**config.mk**
```make
export PLATFORM = sky130hd
export DESIGN_NAME = bfsc_top
export DESIGN_NICKNAME = d
export VERILOG_FILES = /design/src/hdl/bfsc_pkg.sv /design/src/hdl/bfsc_top.sv
export VERILOG_INCLUDE_DIRS = /design/src /design/src/hdl
export SDC_FILE = /design/constraint.sdc
export NUM_CORES = 1
export LEC_CHECK = 0
export BUFFER_PORTS_ARGS = -buffer_cell sky130_fd_sc_hd__buf_2
export CAP_MARGIN = 20
export CORE_MARGIN = 2
export CORE_UTILIZATION = 40
export DETAILED_ROUTE_END_ITERATION = 12
export MAX_ROUTING_LAYER = met4
export PLACE_DENSITY = 0.66
export SKIP_LAST_GASP = 1
export SYNTH_ARGS = -nofsm -noshare
export SYNTH_HDL_FRONTEND = slang
export SYNTH_SLANG_ARGS = --single-unit
export TNS_END_PERCENT = 100
```
**constraint.sdc**
```tcl
create_clock -name CLK -period 2.5 [get_ports CLK]
set_input_delay 0.125 -clock CLK [delete_from_list [all_inputs] [get_ports CLK]]
set_output_delay 0.125 -clock CLK [all_outputs]
set_load 0.1 [all_outputs]
```
**src/hdl/bfsc_defines.svh**
```systemverilog
// constants of the fixed speed brushless motor controller
`ifndef BFSC_DEFINES_SVH
`define BFSC_DEFINES_SVH

// ==========================================================
// clocking
`define BFSC_CLK_FREQ_KHZ     250000
`define BFSC_XTAL_FREQ_KHZ    3580

// ==========================================================
// widths
`define BFSC_CODE_W           15
`define BFSC_ACC_W            16
`define BFSC_PRE_W            8
`define BFSC_SDIV_W           9
`define BFSC_TDIV_W           2
`define BFSC_STEP_W           3

// ==========================================================
// build options and defaults
`define BFSC_SHIFT_DIV_4POLE  384
`define BFSC_SHIFT_DIV_8POLE  192
`define BFSC_TACH_DIV_DEF     1
`define BFSC_LUT_BASE_DEF     16'h741B
`define BFSC_LUT_STEP_DEF     16'h0016
`define BFSC_LUT_STEP_HIGH    16'h0003

// ==========================================================
// reset and drive values
`define BFSC_SINK_OFF         3'h7
`define BFSC_SOURCE_OFF       3'h0
`define BFSC_SOURCE_ALL       3'h7
`define BFSC_STEP_NONE        3'h7

`endif

```
**src/hdl/bfsc_pkg.sv**
```systemverilog
// types of the fixed speed brushless motor controller
`include "bfsc_defines.svh"

package bfsc_pkg;

  // ========================================================
  // build-time sensor separation
  typedef enum logic [2:0]
  {
    BFSC_SEP_60,
    BFSC_SEP_120,
    BFSC_SEP_240,
    BFSC_SEP_300,
    BFSC_SEP_90
  } bfsc_sep_t;

  // ========================================================
  // pin groups
  typedef struct packed
  {
    logic a;
    logic b;
    logic c;
  } bfsc_hall_t;

  typedef struct packed
  {
    logic [2:0] sink_n;
    logic [2:0] source;
  } bfsc_drive_t;

  // ========================================================
  // whole state of the controller
  typedef struct packed
  {
    bfsc_hall_t                 hall_s1;
    bfsc_hall_t                 hall_s2;
    logic [1:0]                 ctl_s1;
    logic [1:0]                 ctl_s2;
    logic                       fwd_s1;
    logic                       fwd_s2;
    logic                       tach_prev;
    logic [`BFSC_TDIV_W-1:0]    tach_cnt;
    logic [`BFSC_PRE_W-1:0]     pre_cnt;
    logic [`BFSC_ACC_W-1:0]     acc;
    logic [`BFSC_CODE_W-1:0]    latch;
    logic [`BFSC_CODE_W-1:0]    shreg;
    logic [`BFSC_SDIV_W-1:0]    sdiv_cnt;
    logic [`BFSC_STEP_W-1:0]    step_prev;
    bfsc_drive_t                drive;
  } bfsc_state_t;

endpackage

```
**src/hdl/bfsc_top.sv**
```systemverilog
// fixed speed closed loop controller for a brushless dc motor
`include "bfsc_defines.svh"

module bfsc_top
#(
  parameter int                 TACH_SEL  = 0,
  parameter int                 TACH_DIV  = `BFSC_TACH_DIV_DEF,
  parameter int                 SHIFT_DIV = `BFSC_SHIFT_DIV_4POLE,
  parameter bfsc_pkg::bfsc_sep_t SEP      = bfsc_pkg::BFSC_SEP_60,
  parameter logic [`BFSC_ACC_W-1:0] LUT_BASE = `BFSC_LUT_BASE_DEF,
  parameter logic [`BFSC_ACC_W-1:0] LUT_STEP = `BFSC_LUT_STEP_DEF
)
(
  // clock and reset
  input  wire logic                 CLK,
  input  wire logic                 ARST_N,
  // motor position sensing
  input  wire bfsc_pkg::bfsc_hall_t HALL_SENSE,
  input  wire logic                 FORWARD,
  // protection
  input  wire logic                 OVERCURRENT,
  input  wire logic                 BRAKE,
  // power stage drive
  output bfsc_pkg::bfsc_drive_t     DRIVE
);
  import bfsc_pkg::*;

  // ========================================================
  // derived constants
  // the block emulates the crystal rate by a prescaler, so table
  // contents and divider settings keep their crystal meaning
  localparam int PRESCALE_RAW = `BFSC_CLK_FREQ_KHZ / `BFSC_XTAL_FREQ_KHZ;
  localparam int PRESCALE     = (PRESCALE_RAW < 1) ? 1 : PRESCALE_RAW;
  localparam logic [`BFSC_PRE_W-1:0] PRE_LAST =
    `BFSC_PRE_W'(PRESCALE - 1);
  localparam logic [`BFSC_SDIV_W-1:0] SDIV_LAST =
    `BFSC_SDIV_W'(SHIFT_DIV - 1);
  localparam logic [`BFSC_TDIV_W-1:0] TDIV_LAST =
    `BFSC_TDIV_W'(TACH_DIV - 1);
  localparam logic [`BFSC_ACC_W-1:0] ACC_TOP = '1;
  localparam bit FOUR_PHASE = (SEP == BFSC_SEP_90);
  localparam logic [1:0] CTL_OC = 2'h1;
  localparam logic [1:0] CTL_BRAKE = 2'h2;

  localparam bfsc_state_t ST_RESET = '{
    drive   : '{sink_n : `BFSC_SINK_OFF, source : `BFSC_SOURCE_OFF},
    step_prev : `BFSC_STEP_NONE,
    default : '0
  };

  // ========================================================
  // state
  bfsc_state_t st;
  bfsc_state_t next_st;

  // ========================================================
  // thermometer table: one comparator per output bit
  // an ascending threshold ladder can only ever give a code
  // with its ones packed from bit 0 upward
  logic [`BFSC_CODE_W-1:0] lut_code;

  genvar gi;
  generate
    for (gi = 0; gi < `BFSC_CODE_W; gi++)
    begin : g_lut
      localparam logic [`BFSC_ACC_W:0] THR_WIDE =
        (`BFSC_ACC_W+1)'(LUT_BASE) +
        (`BFSC_ACC_W+1)'(LUT_STEP * gi);
      localparam logic [`BFSC_ACC_W-1:0] THR =
        THR_WIDE[`BFSC_ACC_W] ? ACC_TOP : THR_WIDE[`BFSC_ACC_W-1:0];
      assign lut_code[gi] = (st.acc >= THR);
    end
  endgenerate

  // ========================================================
  // hall code to commutation step, none for illegal codes
  function automatic logic [`BFSC_STEP_W-1:0] hall_step
  (
    input logic [2:0] code
  );
    logic [`BFSC_STEP_W-1:0] s;
    s = `BFSC_STEP_NONE;
    unique case (SEP)
      BFSC_SEP_60:
      begin
        case (code)
          3'h4:    s = 3'h0;
          3'h6:    s = 3'h1;
          3'h7:    s = 3'h2;
          3'h3:    s = 3'h3;
          3'h1:    s = 3'h4;
          3'h0:    s = 3'h5;
          default: s = `BFSC_STEP_NONE;
        endcase
      end
      BFSC_SEP_120:
      begin
        case (code)
          3'h4:    s = 3'h0;
          3'h6:    s = 3'h1;
          3'h2:    s = 3'h2;
          3'h3:    s = 3'h3;
          3'h1:    s = 3'h4;
          3'h5:    s = 3'h5;
          default: s = `BFSC_STEP_NONE;
        endcase
      end
      BFSC_SEP_240:
      begin
        case (code)
          3'h4:    s = 3'h0;
          3'h5:    s = 3'h1;
          3'h1:    s = 3'h2;
          3'h3:    s = 3'h3;
          3'h2:    s = 3'h4;
          3'h6:    s = 3'h5;
          default: s = `BFSC_STEP_NONE;
        endcase
      end
      BFSC_SEP_300:
      begin
        case (code)
          3'h4:    s = 3'h0;
          3'h0:    s = 3'h1;
          3'h1:    s = 3'h2;
          3'h3:    s = 3'h3;
          3'h7:    s = 3'h4;
          3'h6:    s = 3'h5;
          default: s = `BFSC_STEP_NONE;
        endcase
      end
      BFSC_SEP_90:
      begin
        // sensors b and c are strapped together on this variant
        case (code[2:1])
          2'h0:    s = 3'h0;
          2'h2:    s = 3'h1;
          2'h3:    s = 3'h2;
          2'h1:    s = 3'h3;
          default: s = `BFSC_STEP_NONE;
        endcase
      end
    endcase
    return s;
  endfunction

  // ========================================================
  // commutation step to the active sink and source
  function automatic bfsc_drive_t step_drive
  (
    input logic [`BFSC_STEP_W-1:0] s,
    input logic                    fwd
  );
    bfsc_drive_t d;
    logic [2:0]  snk;
    logic [2:0]  src;
    d.sink_n = `BFSC_SINK_OFF;
    d.source = `BFSC_SOURCE_OFF;
    snk = 3'h0;
    src = 3'h0;
    if (FOUR_PHASE)
    begin
      // one output of four at a time: sinks 0, 2 and sources 0, 2
      case ({fwd, s})
        4'h8:    snk = 3'h1;
        4'h9:    snk = 3'h4;
        4'hA:    src = 3'h1;
        4'hB:    src = 3'h4;
        4'h0:    src = 3'h1;
        4'h1:    src = 3'h4;
        4'h2:    snk = 3'h1;
        4'h3:    snk = 3'h4;
        default: snk = 3'h0;
      endcase
    end
    else
    begin
      case (s)
        3'h0:    begin snk = 3'h4; src = 3'h2; end
        3'h1:    begin snk = 3'h4; src = 3'h1; end
        3'h2:    begin snk = 3'h2; src = 3'h1; end
        3'h3:    begin snk = 3'h2; src = 3'h4; end
        3'h4:    begin snk = 3'h1; src = 3'h4; end
        3'h5:    begin snk = 3'h1; src = 3'h2; end
        default: begin snk = 3'h0; src = 3'h0; end
      endcase
      // reverse drives the same winding with the current turned round
      if (!fwd)
      begin
        {snk, src} = {src, snk};
      end
    end
    d.sink_n = ~snk;
    d.source = src;
    return d;
  endfunction

  // ========================================================
  // next state
  logic                    tach_now;
  logic                    tach_edge;
  logic                    tach_event;
  logic                    xtal_tick;
  logic                    shift_tick;
  logic [`BFSC_STEP_W-1:0] step_now;
  logic                    commutate;
  logic                    oc;
  logic                    brk;

  always_comb
  begin
    next_st = st;

    // two-stage synchronisers on every pin
    next_st.hall_s1 = HALL_SENSE;
    next_st.hall_s2 = st.hall_s1;
    next_st.ctl_s1  = {BRAKE, OVERCURRENT};
    next_st.ctl_s2  = st.ctl_s1;
    next_st.fwd_s1  = FORWARD;
    next_st.fwd_s2  = st.fwd_s1;
    oc  = |(st.ctl_s2 & CTL_OC);
    brk = |(st.ctl_s2 & CTL_BRAKE);

    // tachometer pick and falling edge
    unique case (TACH_SEL)
      1:       tach_now = st.hall_s2.b;
      2:       tach_now = st.hall_s2.c;
      default: tach_now = st.hall_s2.a;
    endcase
    next_st.tach_prev = tach_now;
    tach_edge  = st.tach_prev & ~tach_now;
    tach_event = tach_edge && (st.tach_cnt == TDIV_LAST);
    if (tach_edge)
    begin
      next_st.tach_cnt = tach_event ? '0 : st.tach_cnt + 1'b1;
    end

    // crystal-rate tick from the system clock
    xtal_tick = (st.pre_cnt == PRE_LAST);
    next_st.pre_cnt = xtal_tick ? '0 : st.pre_cnt + 1'b1;

    // period accumulator and latch bank
    if (tach_event)
    begin
      next_st.latch = lut_code;
      next_st.acc   = '0;
    end
    else if (xtal_tick && (st.acc != ACC_TOP))
    begin
      next_st.acc = st.acc + 1'b1;
    end

    // commutation detect
    step_now = hall_step({st.hall_s2.a, st.hall_s2.b, st.hall_s2.c});
    next_st.step_prev = step_now;
    commutate = (step_now != st.step_prev);

    // shift register and its clock divider
    shift_tick = xtal_tick && (st.sdiv_cnt == SDIV_LAST);
    if (commutate)
    begin
      next_st.shreg    = st.latch;
      next_st.sdiv_cnt = '0;
    end
    else
    begin
      if (xtal_tick)
      begin
        next_st.sdiv_cnt = shift_tick ? '0 : st.sdiv_cnt + 1'b1;
      end
      if (shift_tick)
      begin
        // top bit refills: an all-ones code stays on for the whole
        // interval, any other code runs out to zeros and stays off
        next_st.shreg = {st.shreg[`BFSC_CODE_W-1],
                         st.shreg[`BFSC_CODE_W-1:1]};
      end
    end

    // output drive, protection first
    if (oc)
    begin
      next_st.drive.sink_n = `BFSC_SINK_OFF;
      next_st.drive.source = `BFSC_SOURCE_OFF;
    end
    else if (brk)
    begin
      next_st.drive.sink_n = `BFSC_SINK_OFF;
      next_st.drive.source = `BFSC_SOURCE_ALL;
    end
    else if (next_st.shreg[0])
    begin
      // direction comes through its own synchroniser like the sensors
      next_st.drive = step_drive(step_now, st.fwd_s2);
    end
    else
    begin
      next_st.drive.sink_n = `BFSC_SINK_OFF;
      next_st.drive.source = `BFSC_SOURCE_OFF;
    end
  end

  // ========================================================
  // state register
  always_ff @(posedge CLK or negedge ARST_N)
  begin
    if (!ARST_N)
    begin
      st <= ST_RESET;
    end
    else
    begin
      st <= next_st;
    end
  end

  assign DRIVE = st.drive;

endmodule

```
==> impl_metrics.json <==
{
  "layout_min_cycle_time_ns": 2.17,
  "final_area_um2": 4870,
  "htreeDepth": 3,
  "yosys-top-cells-count": "dfrtp_1, nand2_1, nor2_1, o21ai_0, a21oi_1",
  "area_growth_pct": 12.0,
  "crit_fanout": 8,
  "die_w_um": 108,
  "slew_headroom": 0.570,
  "p_int_mw": 2.10,
  "dieHeight_um": 108,
  "hpwl_um": 6110,
  "numCtsBuffers": 9,
  "clk_latency_ns": 0.37,
  "synth_fa_ha_area_frac": 0.0201,
  "p_leak_nw": 2.00,
  "skew_ns": 0.0135,
  "synth-simple-area-share": 0.202,
  "grt_setup_unrepaired": "false",
  "drc": 0,
  "first_pass_iters": 5,
  "async_flop_share": 1.00,
  "grt_pass1_vias": 3092,
  "swShare": 0.261,
  "io_buffer_count": 13,
  "cts_buffer_depth": 2,
  "required_ns": 2.81,
  "synth_xor_area_frac": 0.0422,
  "syn-cell-area_um2": 4350,
  "clock-root-buffer": "clkbuf_8",
  "setup_ws_ns": 0.331,
  "nets": 468,
  "clk_pin_slew_ns": 0.10,
  "drive_gt1_frac": 0.148,
  "dp_cells": 575,
  "cts_tree": "yes",
  "fillers": 1025,
  "ioPinCount": 14,
  "reg2reg_slack_ns": 0.33,
  "utilization": 0.454,
  "final-instance-count-excl-fill": 598,
  "critical_path_class": "flop to flop",
  "synth_nets": 451,
  "seqPwrFrac": 0.550,
  "post_cts_resized": 0,
  "outcome": "finished, final reports clean",
  "viasPerCell": 5.29,
  "hold_viol_final": 0,
  "setup_viol": 0,
  "synth_top_area_frac": 0.466,
  "holdCritPathClass": "primary input to async pin",
  "fp.coreArea_um2": 10700,
  "wire_per_inst_um": 14.5,
  "yosysWarnings": 0,
  "combPwrFrac": 0.093,
  "r2r-start": "st[57]",
  "setup_tns_ns": 0,
  "fmax_mhz": 461,
  "place_ws_ns": 0.325,
  "placedInstanceArea_um2": 4600,
  "synth_compound_area_frac": 0.133,
  "overflow": 0,
  "max_cap_viol_count": 0,
  "wirelength_um": 8670,
  "end_kind": "flop",
  "ys.flop_type": "dfrtp_1",
  "drt_iter0_drc": 194,
  "crit_path_start_kind": "flop",
  "synthMuxAreaShare": 0.0566,
  "synth_top_area_cell": "dfrtp_1",
  "min_period_over_period": 0.868,
  "avgSynthCellArea_um2": 9.99,
  "start_util": 0.405,
  "num_antenna_cells": 0,
  "reg2reg_to": "st[38]",
  "reg2reg_depth": 5,
  "grt_start_max_net_pins": 53,
  "tightest_slew_ns": 0.645,
  "die-area_um2": 11700,
  "switchingPower_mw": 0.743,
  "clkPwrFrac": 0.358,
  "synth_most_common_cell": "dfrtp_1",
  "ir_drop_uv": 238,
  "worstPathArrival_ns": 2.48,
  "syn_inst": 436,
  "grt_use_total": 0.167,
  "rows": 38,
  "gp_congestion": 0.898,
  "ys_seq_area_frac": 0.502,
  "clock_sinks": 87,
  "synth_cell_types": 59,
  "ant_nets": 0,
  "yosys_register_bits": 87,
  "synth_edf_count": 0,
  "drv_slew": 0,
  "grt_pass1_wl_um": 14900,
  "synth_top_family_by_area": "simple AND/OR/NAND/NOR gates",
  "p_per_area_nw_per_um2": 583,
  "vias": 3164,
  "antenna_found_initial": 0,
  "yosys-top-cells-area": "dfrtp_1, mux2i_1, nand2_1, nor2_1, dfstp_2"
}
## stage by stage
step	total power, mW	hold WS [ns]
2_1_floorplan	1.75	-0.171
4_1_cts	2.89	0.328
5_1_grt	2.98	0.366
3_5_place_dp	1.85	0.200
6_report	2.84	0.328
3_3_place_gp	1.84	0.188
## what timing repair did
item                      CTS  global route
buffers inserted            0             0
hold buffers                7             0
hold endpoints to repair   51             0
## worst max-delay path, cell delays in order, from the launching register on
cell,delay (ns)
dfrtp_1,0.46
or4b_1,0.55
or3_1,0.47
or2_1,0.31
a21oi_1,0.17
o22a_1,0.15
## state kept, by name, summed over array words and instances (netlist names)
register / count
tach_now: 1
brk: 1
st: 72
next_st: 6
oc: 1
DRIVE: 6
## routing by layer
metal | vias to the layer above | wire (um) | part of all wire | track usage
li1 | 1566 | - | - | -
met1 | 1557 | 4150 | 0.48 | 0.213
met2 | 31 | 4220 | 0.49 | 0.260
met3 | 10 | 146 | 0.017 | 0.0338
met4 | 0 | 159 | 0.018 | 0.0723
met5 | - | 0 | 0 | -
## area by class of cell
type	instances	area, um^2	share of cell area
sequential	87	2180	0.448
multi-input combinational	307	1990	0.409
timing repair buffer	36	270	0.0554
tap	140	175	0.0359
clock buffer	10	138	0.0282
clock inverter	6	67.6	0.0139
inverter	12	45.0	0.00924
## cells in the final DEF, fill, tap and decap left out, types with 4 or more instances in the layout
cell / netlist / layout
dfrtp_1: 81 / 81
nand2_1: 45 / 45
nor2_1: 44 / 44
o21ai_0: 27 / 27
a21oi_1: 23 / 23
mux2i_1: 21 / 21
buf_4: 8 / 16
xnor2_1: 15 / 15
nand3_1: 15 / 15
o22a_1: 14 / 14
inv_1: 12 / 12
buf_2: 4 / 12
clkbuf_8: 0 / 10
or3_1: 8 / 8
ha_1: 7 / 7
dlygate4sd3_1: 0 / 7
dfstp_2: 6 / 6
nand2b_1: 6 / 6
nand4_1: 6 / 6
xor2_1: 6 / 6
nor3_1: 6 / 6
a31oi_1: 5 / 5
and2_1: 4 / 4
## how the worst max path moves through the flow
stage           start  slack, ns      to  cells past startpoint
5_1_grt        st[50]       0.22  st[63]                      5
2_1_floorplan  st[68]       0.43  st[58]                      5
3_5_place_dp   st[68]       0.33  st[58]                      5
6_report       st[57]       0.33  st[38]                      5
4_1_cts        st[68]       0.32  st[24]                      5
3_3_place_gp   st[69]       0.38  st[63]                      5
## logic make-up after synthesis
logic type                 after synthesis
xor gates and xnor gates                21
adders and majority gates                7
buffers and inverters                   42
and+or+nand+nor                        166
muxes                                   24
DFF                                     87
AOI/OAI and AO/OA                       89
## power by group through the flow
| stage | Clock [mW] | Sequential [mW] | Combinational [mW] |
|---|---|---|---|
| after global routing | 1.11 | 1.57 | 0.295 |
| after floorplan | 0 | 1.56 | 0.192 |
| after global placement | 0 | 1.59 | 0.251 |
| after CTS | 1.05 | 1.56 | 0.269 |
| after detailed placement | 0 | 1.59 | 0.261 |
| final | 1.02 | 1.56 | 0.263 |
Note: power is estimated with default switching activity, not from simulation.
